$ cat src/qrf_pkg.sv
// Constants and layout of the quadlet receive formatter.
// Function
// - First stored quadlet is a status token the device builds itself.
// - Second quadlet: destination ID upper 16 bits, packet control lower 16 bits.
// - Third quadlet: source ID upper half; low half plus fourth form 48-bit offset.
// - Data quadlet stored only for write requests and read responses.
// - Token packet-complete flag 1 means this block ends the packet.
// - Token speed code 00/01/10 for 100/200/400 Mbit/s; 11 undefined.
// - Token carries the count of data quadlets stored.
// - Token carries the acknowledge code sent for the packet.
// - Destination ID is 10-bit bus number joined to 6-bit node number.
// - Transaction label is kept unchanged in the header.
// - Two-bit retry code is kept as received.
// - Priority bits are zero in cable systems.
// - The 48-bit offset is quadlet aligned, low two bits zero.
// - Lock responses carry response code in offset-high upper four bits.
package qrf_pkg;
	// Transaction codes of the four quadlet packet types.
	localparam logic [3:0] TC_WR_QUAD = 4'h0;
	localparam logic [3:0] TC_WR_RESP = 4'h2;
	localparam logic [3:0] TC_RD_QUAD = 4'h4;
	localparam logic [3:0] TC_RD_RESP = 4'h6;
	// Speed codes.
	localparam logic [1:0] SPD_100 = 2'h0;
	localparam logic [1:0] SPD_200 = 2'h1;
	localparam logic [1:0] SPD_400 = 2'h2;
	// Token field positions (bit 0 is the least significant bit).
	localparam int TOK_COMPLETE_POS = 20;
	localparam int TOK_SPD_POS = 16;
	localparam int TOK_CNT_POS = 8;
	localparam int TOK_TCODE_POS = 4;
	localparam int TOK_ACK_POS = 0;
	localparam logic [2:0] WORDS_NO_DATA = 3'h4;
	localparam logic [2:0] WORDS_DATA = 3'h5;
	typedef enum logic [1:0] {QRF_IDLE, QRF_SEND} qrf_state_t;
endpackage
$ cat src/qrf_formatter.sv
// Quadlet receive formatter writing token, header and data into the receive FIFO.
`timescale 1ns/1ps
`default_nettype none
module qrf_formatter (
	input wire logic core_clk_i, // System clock, 100 MHz.
	input wire logic reset_n_i, // Asynchronous reset, active low.
	input wire logic pkt_valid_i, // Received packet offered, level.
	output logic pkt_ready_o, // Packet can be accepted this cycle.
	input wire logic [31:0] hdr0_i, // Dest ID, tLabel, rt, tCode, priority.
	input wire logic [31:0] hdr1_i, // Source ID and offset high.
	input wire logic [31:0] hdr2_i, // Offset low.
	input wire logic [31:0] data_i, // Quadlet data.
	input wire logic [1:0] spd_i, // Received speed code.
	input wire logic [3:0] ack_sent_i, // Acknowledge returned for the packet.
	input wire logic cable_mode_i, // High in cable systems.
	output logic [31:0] fifo_data_o, // Quadlet to the receive FIFO.
	output logic fifo_valid_o, // Quadlet write strobe.
	input wire logic fifo_ready_i, // FIFO can take a quadlet.
	output logic fifo_last_o, // Marks the final quadlet of a packet.
	output logic hdr_err_o // Registered misalignment or priority fault.
);
	// ****************************************
	// Packet capture
	// ****************************************
	qrf_pkg::qrf_state_t state;
	logic [31:0] word [0:4];
	logic [2:0] idx;
	logic [2:0] nwords;
	logic [3:0] tcode;
	logic has_data;
	logic [31:0] tok;

	assign tcode = hdr0_i[7:4];
	assign has_data = (tcode == qrf_pkg::TC_WR_QUAD) || (tcode == qrf_pkg::TC_RD_RESP);
	// The whole packet is taken in one cycle, but only in idle, so at least one empty cycle separates packets on the stream.
	assign pkt_ready_o = (state == qrf_pkg::QRF_IDLE);

	always_comb begin
		tok = 32'h0;
		tok[qrf_pkg::TOK_COMPLETE_POS] = 1'b1;
		tok[qrf_pkg::TOK_SPD_POS +: 2] = spd_i;
		tok[qrf_pkg::TOK_CNT_POS +: 8] = has_data ? 8'h01 : 8'h00;
		tok[qrf_pkg::TOK_TCODE_POS +: 4] = tcode;
		tok[qrf_pkg::TOK_ACK_POS +: 4] = ack_sent_i;
	end

	always_ff @(posedge core_clk_i or negedge reset_n_i) begin
		if (!reset_n_i) begin
			for (int i = 0; i < 5; i++) begin
				word[i] <= 32'h0;
			end
			nwords <= 3'h0;
		end else if (pkt_valid_i && pkt_ready_o) begin
			word[0] <= tok;
			// Header fields pass through untouched so label, retry and code survive.
			word[1] <= hdr0_i;
			word[2] <= hdr1_i;
			word[3] <= hdr2_i;
			word[4] <= data_i;
			nwords <= has_data ? qrf_pkg::WORDS_DATA : qrf_pkg::WORDS_NO_DATA;
		end
	end

	always_ff @(posedge core_clk_i or negedge reset_n_i) begin
		if (!reset_n_i) begin
			hdr_err_o <= 1'b0;
		end else if (pkt_valid_i && pkt_ready_o) begin
			hdr_err_o <= (hdr2_i[1:0] != 2'h0) || (cable_mode_i && hdr0_i[3:0] != 4'h0);
		end
	end

	// ****************************************
	// FIFO write sequencing
	// ****************************************
	always_ff @(posedge core_clk_i or negedge reset_n_i) begin
		if (!reset_n_i) begin
			state <= qrf_pkg::QRF_IDLE;
			idx <= 3'h0;
		end else begin
			unique case (state)
				qrf_pkg::QRF_IDLE: begin
					if (pkt_valid_i) begin
						state <= qrf_pkg::QRF_SEND;
						idx <= 3'h0;
					end
				end
				qrf_pkg::QRF_SEND: begin
					if (fifo_ready_i) begin
						if (idx == nwords - 3'h1) begin
							state <= qrf_pkg::QRF_IDLE;
						end
						idx <= idx + 3'h1;
					end
				end
				default: state <= qrf_pkg::QRF_IDLE;
			endcase
		end
	end

	assign fifo_valid_o = (state == qrf_pkg::QRF_SEND);
	assign fifo_last_o = fifo_valid_o && (idx == nwords - 3'h1);

	// The quadlet leaves from a register so the FIFO never sees the index mux settle.
	// The next word is fetched on each accepted beat but the last, so no cycle is lost for it.
	always_ff @(posedge core_clk_i or negedge reset_n_i) begin
		if (!reset_n_i) begin
			fifo_data_o <= 32'h0;
		end else if (pkt_valid_i && pkt_ready_o) begin
			fifo_data_o <= tok;
		end else if (fifo_valid_o && fifo_ready_i && !fifo_last_o) begin
			fifo_data_o <= word[idx + 3'h1];
		end
	end
endmodule
`default_nettype wire

$ cat config.mk
export PLATFORM = sky130hd
export DESIGN_NAME = qrf_formatter
export DESIGN_NICKNAME = d
export VERILOG_FILES = /design/src/qrf_pkg.sv /design/src/qrf_formatter.sv
export SDC_FILE = /design/constraint.sdc
export NUM_CORES = 1
export LEC_CHECK = 0
export BUFFER_PORTS_ARGS = -buffer_cell sky130_fd_sc_hd__clkbuf_2
export CORE_MARGIN = 2
export CORE_UTILIZATION = 25
export CTS_CLUSTER_DIAMETER = 80
export DETAILED_ROUTE_END_ITERATION = 12
export GPL_TIMING_DRIVEN = 0
export PLACE_DENSITY = 0.52
export SYNTH_ARGS = -nofsm -noshare
export SYNTH_HDL_FRONTEND = slang
export SYNTH_SLANG_ARGS = --single-unit
$ cat constraint.sdc
create_clock -name core_clk_i -period 3.5 [get_ports core_clk_i]
set_clock_uncertainty 0.2 [all_clocks]
set_input_delay 0.7 -clock core_clk_i [delete_from_list [all_inputs] [get_ports core_clk_i]]
set_output_delay 0.7 -clock core_clk_i [all_outputs]
set_load 0.01 [all_outputs]
# Word level (Yosys, flattened, before mapping)
# Index checks and enable logic that the tools add are counted.
dict set report classes {
  magnitude_cmp 1
  eq_ne 6
  div 0
  addsub 2
  multipliers 0
  shifts 0
  mux 14
  bitwise 1
  n_reduce_logical 16
}
# cell n
set op_table {}
lappend op_table {{$mux 32} 4}
lappend op_table {{$bmux 32 s3} 1}
lappend op_table {{$mux 2} 3}
lappend op_table {{$mux 3} 2}
lappend op_table {{$pmux 3 s2} 1}
lappend op_table {{$reduce_and 3->1} 2}
lappend op_table {{$reduce_bool 2->1} 3}
lappend op_table {{$logic_and 1x1->1} 5}
lappend op_table {{$eq 4x3->1 const B} 1}
lappend op_table {{$ge 4x4->1 const B} 1}
lappend op_table {{$logic_not 4->1} 1}
lappend op_table {{$ne 2x1->1 const B} 2}
lappend op_table {{$not 3->4} 1}
lappend op_table {{$pmux 2 s2} 1}
lappend op_table {{$reduce_bool 4->1} 1}
lappend op_table {{$add 3x1->3 const B} 1}
lappend op_table {{$eq 3x3->1} 1}
lappend op_table {{$sub 3x1->3 const B} 1}
lappend op_table {{$eq 2x1->1 const B} 1}
lappend op_table {{$logic_not 2->1} 1}
lappend op_table {{$logic_or 1x1->1} 2}
lappend op_table {{$mux 1} 2}
lappend op_table {{$ne 2x2->1 const B} 1}
lappend op_table {{$logic_not 1->1} 1}
dict set report word_totals {
  register_bits 188
  n_memories 0
  latchBits 0
  mem_bits_rw 0
  elab_cells 50
  romBits 0
  input_bits 139
}

# Depth between registers and ports, before layout
# Gate-level depths: netlist of the first run.
dict set report logic_depth {
  depth_word 7
  mapped_depth 8
}

# Worst setup path before layout of the first run
# No wires, ideal clock.
dict set report synth_timing {
  kind {reg2reg}
  from {register idx[1]}
  to {register fifo_data_o[20]}
  setup_time_ns 0.125
  setup_slack_ns 1.332
  t_required_ns 3.175
  arrival_ns 1.842
  n_path_buf 1
  stages_incl_launch_ff 6
  cell_sequence {dfrtp_1 -> ha_1 -> buf_2 -> mux4_2 -> a221o_1 -> mux2_4}
}
dict set report synth_via {
  elab_chain_cells 7
  elab_cells_between_ends 12
}
# item line_no
set synth_rtl {}
lappend synth_rtl {{start, declared} qrf_formatter.sv:27} ;# logic [2:0] idx;
lappend synth_rtl {{start signal, assigned} qrf_formatter.sv:92} ;# idx <= idx + 3'h1;
lappend synth_rtl {{$add 3x1->3} qrf_formatter.sv:111} ;# fifo_data_o <= word[idx + 3'h1];
lappend synth_rtl {{$not 3->4 (not written as such)} qrf_formatter.sv:111}
lappend synth_rtl {{$bmux 32 s3} qrf_formatter.sv:111}
lappend synth_rtl {{$mux 32 (not written as such) (2 in series)} qrf_formatter.sv:111}
lappend synth_rtl {{$mux 32} qrf_formatter.sv:110} ;# end else if (fifo_valid_o && fifo_ready_i && !fifo_last_o) begin
lappend synth_rtl {{$mux 32} qrf_formatter.sv:108} ;# end else if (pkt_valid_i && pkt_ready_o) begin
lappend synth_rtl {{end signal, assigned} qrf_formatter.sv:109} ;# fifo_data_o <= tok;
lappend synth_rtl {{end signal, assigned} qrf_formatter.sv:111}
lappend synth_rtl {{end, declared} qrf_formatter.sv:16} ;# output logic [31:0] fifo_data_o,
# Several ways; a longest one is shown, not always the timed one. The select of a mux whose other input is x is not followed.
# A chain may end at the register's enable or synchronous reset.

# Worst setup path after layout of the first run
dict set report layout_timing {
  from {register idx[2]}
  to {output fifo_last_o}
}
dict set report layout_via {
  elab_chain_cells 2
}
# item line_no
set layout_rtl {}
lappend layout_rtl {{$eq 3x3->1} qrf_formatter.sv:101} ;# assign fifo_last_o = fifo_valid_o && (idx == nwords - 3'h1);
lappend layout_rtl {{$logic_and 1x1->1} qrf_formatter.sv:101}
lappend layout_rtl {{end, declared} qrf_formatter.sv:19} ;# output logic fifo_last_o,
# Every way passes these cells.

==> results.toml, run 1 <==
[timing]
setup-violations-final = 0
rsz0062_at_grt = "false"
final.min_clock_period_ps = 3040
hold_viol = 0
slew_viol_final = 0
relSlewSlack = 0.338
fmax_mhz = 329
finalCritPeriodShare = 0.870
worstMarginPinSlew_ps = 989

[global_routing]
grt.overflow.total = 0
grt_max_degree = 94
antenna_found_initial = 0
grtUsageTotal = 0.162
grt_pass1_vias = 6630
grt_pass1_wl_um = 39800

[detailed_routing]
drc = 0
viasPerCell = 4.47
drt_pre_antenna_iters = 5
vias = 6385
wirelength_um = 25800
wire_per_inst_um = 18.0
drt_iter0_drc = 350
postRouteAntennaNets = 0

[yosys]
ys_warn_count = 0
synthesis.area_um2 = 7740
ys_ff_latch = 173
syn_nets = 964
syn_area_per_cell_um2 = 9.39
syn_inst = 824
ys.flop_type = "dfrtp_1"
synthArstFlopShare = 1.00
synth_edf_count = 0
yosysUniqueCellTypes = 43
seq_area_frac_synth = 0.559

[worst_setup_path]
critPathCaptureType = "primary output"
reg2reg_from = "state[0]"
worst-setup-path-type = "flip-flop to primary output"
endpoint = "fifo_last_o"
rr_worst_depth = 6
crit_arrival_ps = 2140
worstPathRequired_ps = 2600
crit_fanout = 10
crit_start = "idx[2]"
r2r_slack_ps = 660
start_kind = "flip-flop"
reg2reg_to = "fifo_data_o[17]"

[place]
gp_congestion = 0.809
dpl.hpwl_um = 19300
port_buffers = 174

[cts]
numCtsBuffers = 17
cts.reportedPaths.clkPinSlew_ps = 70
cts_hold_buf = 0
htree_levels = 4
cts_root_buffer = "clkbuf_16"
cts_sinks = 173
post_cts_resized = 0
cts_buffer_depth = 2
postCtsSetupBuffers = 0
cts_tree = "yes"
clock_latency_ps = 430

[die]
pin_count = 175
die_w_um = 180
num_rows = 64
start_util = 0.254
fp.dieArea_um2 = 32400
coreArea_um2 = 30500
die_h_um = 180

[pwr]
power_frac_comb = 0.434
peakVddDrop_mv = 0.484
power_frac_clock = 0.205
power_frac_seq = 0.361
power_density_nw_per_um2 = 975
swShare = 0.405
p_sw_mw = 3.84
leakage_nw = 5.06
finalPower_mw = 9.50
p_int_mw = 5.66

[layout]
num_antenna_cells = 0
final_nets = 1158
multi_input_area_um2 = 3120
area_delta_synth_final_pct = 25.8
final_core_util = 0.319
fill_cells = 3234
regArea_um2 = 4330
drive_gt1_frac = 0.241

[job]
cap_violations = 0

[worst_hold_path]
hp-class = "input port to asynchronous set/reset pin"

[run_status]
status = "completed"
==> state kept, by name, indices dropped and copies added, names as in the netlist <==
signal       count
word           134
fifo_data_o     32
idx              3
nwords           2
hdr_err_o        1
state            1
==> worst min-delay path by stage <==
| stage | end |
|---|---|
| after floorplan | fifo_data_o[0] |
| after global placement | word[26] |
| after detailed placement | word[25] |
| after CTS | word[68] |
| after global routing | word[33] |
| final | word[68] |
==> critical path, cell delays in order, from the launching register on <==
cell and delay, ps:
dfrtp_1 370, buf_6 140, xnor2_4 190, mux2i_1 400, clkbuf_1 400, clkbuf_2 210
==> metal layers <==
layer  up-vias  share of wire  GRT usage
met4         0          0.014     0.0374
li1       3101              -          -
met5         -              0          0
met1      3111           0.49      0.229
met2       150           0.46      0.257
met3        23          0.035     0.0308
==> metrics by stage <==
stage / TNS, ps / area (um^2) / std cells / setup slack, ps / hold slack (ps)
after floorplan: 0 / 7740 / 824 / 1330 / 204
after global placement: -332940 / 9100 / 1394 / -1950 / 251
after detailed placement: 0 / 9140 / 1395 / 430 / 257
after CTS: 0 / 9740 / 1427 / 414 / 144
after global routing: 0 / 9740 / 1427 / 321 / 139
final: 0 / 9740 / 1427 / 456 / 115
==> final cells by class <==
| type | count | share of cell area |
|---|---|---|
| clock inverters | 14 | 0.0161 |
| clock buffers | 18 | 0.0451 |
| plain buffers | 58 | 0.0290 |
| multi-input cells | 591 | 0.320 |
| repair buffers | 175 | 0.0932 |
| well taps | 396 | 0.0509 |
| flip-flops and latches | 173 | 0.445 |
| inverters | 2 | 0.000771 |
==> power by group through the flow <==
stage | sequential, mW | clock (mW) | combinational (mW)
4_1_cts | 3.43 | 1.99 | 4.17
5_1_grt | 3.53 | 2.08 | 4.59
3_3_place_gp | 3.44 | 0 | 4.11
6_report | 3.43 | 1.95 | 4.12
2_1_floorplan | 3.34 | 0 | 2.81
3_5_place_dp | 3.46 | 0 | 4.15
==> cells by family (layout without fill, tap and decap cells) <==
family / count (synthesis) / after routing / share of synthesized area
DFF: 173 / 173 / 0.559
AOI/OAI and AO/OA: 86 / 86 / 0.0871
xor gates and xnor gates: 6 / 6 / 0.0102
buffers and inverters: 60 / 267 / 0.0375
and+or+nand+nor: 452 / 452 / 0.227
muxes: 46 / 46 / 0.0771
adders and majority gates: 1 / 1 / 0.00162
==> synth_stat cells (all sizes together) (11+ instances only) <==
cell type	instances	area share
o2bb2ai	20	0.023
a221oi	20	0.023
dfrtp	173	0.56
nor2	18	0.0087
o21ai	13	0.0084
mux2	12	0.022
nand2	409	0.20
mux2i	27	0.035
clkbuf	31	0.015
nor3	12	0.0078
o31ai	11	0.011
buf	27	0.022
==> cell usage in the layout, fill, tap and decap left out, drive strengths merged, types with 7 or more instances in the layout <==
master	instances
clkbuf	223
mux2	12
o2bb2ai	20
a221oi	20
mux2i	27
nor2	18
o21ai	13
nor3	12
dfrtp	173
buf	28
nand2	409
o31ai	11
mux4	7
a32o	10
inv	8
(Power assumes the default switching activity.)
==> run 2, diff against run 1 <==
- CORE_UTILIZATION: 25 -> 49
- PLACE_DENSITY: 0.52 -> 0.85
- clock period: 3.5 -> 2.52 ns (I/O delays scaled with it)
==> run 2 against run 1 <==
Compared with the run above: sequential share of layout area is 0.90 points higher; non-clock buffer count is 2 higher; cell area is 2.0% lower; clock-buffer cell count is 2 higher; cell count is 13% lower; via count is 5.5% higher; critical path depth is 2 higher; combinational power is 40% higher; total power is 38% higher; critical endpoint is now word[20].
==> results.toml, run 2 (same netlist as run 1, synthesis figures left out) <==
[run_status]
status = "completed"

[detailed_routing]
viasPerCell = 5.41
wirelength_um = 22000
postRouteAntennaNets = 0
vias = 6733
drt_pre_antenna_iters = 6
drc = 0
wire_per_inst_um = 17.7
drt_iter0_drc = 665

[global_routing]
grt_pass1_wl_um = 34500
grt_max_degree = 99
grtUsageTotal = 0.272
grt.overflow.total = 0
antenna_found_initial = 0
grt_pass1_vias = 6617

[timing]
setup-violations-final = 0
fmax_mhz = 400
hold_viol = 0
worstMarginPinSlew_ps = 876
setup_slack_ps = 20.0
tns_ps = 0
finalCritPeriodShare = 0.992
relSlewSlack = 0.414
slew_viol_final = 0
final.min_clock_period_ps = 2500
rsz0062_at_grt = "true"

[place]
port_buffers = 174
dpl.hpwl_um = 15900
place_ws_ps = -128
gp_congestion = 0.908
place_inst = 1210

[layout]
final_nets = 1160
reg.largest.list = "word x134, fifo_data_o x32, idx x3"
fin_cells = 1244
regMostFlops = "word"
drive_gt1_frac = 0.244
area_delta_synth_final_pct = 23.3
mostFrequentLayoutCells = "409 x nand2_1, 174 x clkbuf_2, 173 x dfrtp_1"
regArea_um2 = 4330
fill_cells = 1282
num_antenna_cells = 0
largest_reg_flops = 134
multi_input_area_um2 = 3140
final_common_cell = "nand2_1"

[worst_hold_path]
hp-class = "input port to flip-flop"

[pwr]
power_density_nw_per_um2 = 1370
finalPower_mw = 13.1
leakage_nw = 5.05
peakVddDrop_mv = 0.763

[cts]
cts_root_buffer = "clkbuf_16"
cts_sinks = 173
cts.reportedPaths.clkPinSlew_ps = 70
cts_buffer_depth = 2
numCtsBuffers = 17
clock_latency_ps = 420
htree_levels = 4
cts_tree = "yes"

[worst_setup_path]
r2r_slack_ps = 20
critPathCaptureType = "flip-flop"
worstPathRequired_ps = 2690
reg2reg_from = "state[0]"
worst-setup-path-type = "flip-flop to flip-flop"
start_kind = "flip-flop"
reg2reg_to = "word[20]"
crit_start = "state[0]"
rr_worst_depth = 7
crit_fanout = 10
crit_arrival_ps = 2670
endpoint = "word[20]"

[job]
cap_violations = 0

[die]
coreArea_um2 = 15300
fp.dieArea_um2 = 16800
num_rows = 45
pin_count = 175
die_w_um = 130
start_util = 0.505
die_h_um = 130
## run 2: changes by cell type in the layout (fill, tap and decap cells not counted), sizes merged
cell,before,now
buf,28,30
bufinv,2,1
clkbuf,223,224
clkinvlp,0,3
dlygate4sd3,0,1
inv,8,4
## run 2: cell type report
class	instances	share of cell area
clock inverter	12	0.0119
inverter	2	0.000787
tap	211	0.0277
clock buffer	20	0.0479
sequential	173	0.454
timing repair buffer	177	0.0969
multi-input combinational	591	0.329
buffer	58	0.0328
## run 2: report_power, final
group          switching (mW)  leakage (nW)  total [mW]  internal, mW
Sequential              0.782          2.18        4.80          4.02
Clock                    1.11         0.274        2.53          1.42
Combinational            3.32          2.60        5.76          2.44
Total                    5.20          5.05        13.1          7.88
## run 2: per-stage QoR
step	utilization	hold WS, ps	instance area [um^2]
after CTS	0.622	60.7	9520
after global placement	0.579	249	8870
after floorplan	-	8.41	7740
after global routing	0.623	69.5	9540
final	0.623	65.2	9540
after detailed placement	0.582	256	8910
## run 2: worst min path at each step
stage	cells after the start	from	slack, ps	endpoint
5_1_grt	3	hdr2_i[24]	70	word[56]
6_report	3	hdr2_i[31]	70	word[63]
3_5_place_dp	2	word[28]	260	word[28]
4_1_cts	3	hdr1_i[3]	60	word[67]
2_1_floorplan	0	reset_n_i	8	fifo_data_o[0]
3_3_place_gp	2	word[25]	250	word[25]
## run 2: worst max-delay path, stage by stage, from the launching register on
cell and delay (ps):
dfrtp_1 490, nor2b_1 150, clkbuf_1 210, clkbuf_1 500, buf_2 390, buf_2 300
nand2_1 130, nand2_1 80
## run 2: metal layers
metal / GRT usage / wire length, um / up-vias
met2: 0.422 / 10200 / 368
met5: 0 / 0 / -
li1: - / - / 3119
met3: 0.0640 / 1940 / 58
met4: 0.111 / 721 / 0
met1: 0.373 / 9140 / 3188
## run 2: repair_timing
item / CTS / global route
setup endpoints to repair: 11 / 9
hold endpoints to repair: 75 / 0
hold buffers: 1 / 0
setup buffers: 0 / 1
pin swaps: 1 / 0
cloned: 0 / 0
gates resized for setup: 9 / 6
==> run 3, diff against run 2 <==
- PLACE_DENSITY: 0.85 -> 0.73
==> run 3 against run 2 <==
Compared with the run above: total power is 1.3% higher; non-clock buffer count is 9 higher; sequential share of layout area is 0.41 points lower; highest routed layer unchanged; critical path type is now flip-flop to primary output; critical path depth is 2 lower.
==> results.toml, run 3 (same netlist as run 1, synthesis figures left out) <==
[run_status]
status = "completed"

[layout]
reg.largest.list = "word x134, fifo_data_o x32, idx x3"
fin_cells = 1253
fin_area_um2 = 9630
num_antenna_cells = 0
final_core_util = 0.629
fill_cells = 1357
final_nets = 1169
area_delta_synth_final_pct = 24.5
mostFrequentLayoutCells = "409 x nand2_1, 178 x clkbuf_2, 173 x dfrtp_1"
regMostFlops = "word"
final_common_cell = "nand2_1"
drive_gt1_frac = 0.255
largest_reg_flops = 134

[pwr]
finalPower_mw = 13.3
power_frac_seq = 0.361
power_frac_comb = 0.441
peakVddDrop_mv = 0.710
power_density_nw_per_um2 = 1380
power_frac_clock = 0.197
p_int_mw = 8.04
swShare = 0.394
leakage_nw = 5.12
p_sw_mw = 5.22

[timing]
setup_slack_ps = 42.1
relSlewSlack = 0.375
hold_viol = 0
fmax_mhz = 404
worstMarginPinSlew_ps = 934
setup-violations-final = 0
final.min_clock_period_ps = 2480
tns_ps = 0
slew_viol_final = 0
hold_ws_ps = 59.9
finalCritPeriodShare = 0.983

[place]
gp_congestion = 0.894
place_inst = 1210
dpl.hpwl_um = 15600
port_buffers = 174
place_ws_ps = -62.8
dpl-instance-area_um2 = 8910

[die]
fp.dieArea_um2 = 16800
coreArea_um2 = 15300
start_util = 0.505
die_h_um = 130
die_w_um = 130
pin_count = 175
num_rows = 45

[worst_setup_path]
worstPathRequired_ps = 1820
rr_worst_depth = 7
crit_start = "idx[2]"
start_kind = "flip-flop"
r2r_slack_ps = 90
crit_arrival_ps = 1770
reg2reg_from = "idx[1]"
worst-setup-path-type = "flip-flop to primary output"
critPathCaptureType = "primary output"
crit_fanout = 6
reg2reg_to = "fifo_data_o[30]"

[global_routing]
antenna_found_initial = 0
grt_max_degree = 117
grtUsageTotal = 0.271
grt_pass1_vias = 6407
grt_pass1_wl_um = 34000
grt.overflow.total = 0

[cts]
cts_root_buffer = "clkbuf_16"
clock_latency_ps = 430
numCtsBuffers = 17
cts_tree = "yes"
cts.reportedPaths.clkPinSlew_ps = 70
cts_sinks = 173
cts_buffer_depth = 2
htree_levels = 4

[detailed_routing]
drt_pre_antenna_iters = 5
postRouteAntennaNets = 0
wire_per_inst_um = 17.6
wirelength_um = 22000
viasPerCell = 5.26
vias = 6587
drc = 0
drt_iter0_drc = 560

[worst_hold_path]
whs_endpoint = "word[120]"
hold_depth = 3
hold_path.startpoint = "hdr0_i[24]"
hp-class = "input port to flip-flop"

[job]
cap_violations = 0
==> run 3: cell count changes in the layout (fill, tap and decap cells not counted), moves of 2 or more <==
cell / change
clkbuf_1: -6
clkbuf_2: +4
clkinvlp_4: +2
clkinv_4: -2
buf_4: +11
==> run 3: metal layers <==
layer,vias up,wire length [um],global-route usage,share of wire
met5,-,0,0,0
met4,0,454,0.0835,0.021
met3,35,1550,0.0681,0.070
met2,261,10300,0.415,0.47
met1,3158,9720,0.384,0.44
li1,3133,-,-,-
==> run 3: cell type report <==
| cell class | instances | area, um^2 | share of cell area |
|---|---|---|---|
| flip-flops and latches | 173 | 4330 | 0.449 |
| multi-input cells | 591 | 3140 | 0.326 |
| repair buffers | 186 | 992 | 0.103 |
| clock buffers | 18 | 439 | 0.0456 |
| plain buffers | 58 | 318 | 0.0330 |
| well taps | 211 | 264 | 0.0274 |
| clock inverters | 14 | 144 | 0.0149 |
| inverters | 2 | 7.51 | 0.000779 |
==> run 3: timing repair <==
item,CTS,global route
pin swaps,1,1
gates cloned,0,0
endpoints found under the hold margin,57,0
setup buffers,0,10
setup endpoints to repair,6,46
hold buffers,1,0
resized for setup,6,24
==> run 3: worst max-delay path by stage <==
stage | depth (start not counted) | endpoint
2_1_floorplan | 5 | fifo_data_o[20]
3_3_place_gp | 1 | fifo_data_o[31]
3_5_place_dp | 7 | fifo_data_o[9]
4_1_cts | 6 | fifo_data_o[16]
5_1_grt | 6 | word[128]
6_report | 5 | fifo_last_o
==> run 3: power groups by stage <==
stage               clock network [mW]  registers, mW  logic, mW
floorplan                            0           4.64       3.91
global placement                     0           4.75       5.39
detailed placement                   0           4.78       5.51
CTS                               2.64           4.76       5.61
global route                      2.78           4.91       6.44
finish                            2.62           4.79       5.85
==> run 3: worst max-delay path: stages (launching register included) <==
cell	delay, ps
dfrtp_1	380
buf_6	140
xnor2_4	220
mux2i_4	330
buf_8	150
buf_2	120
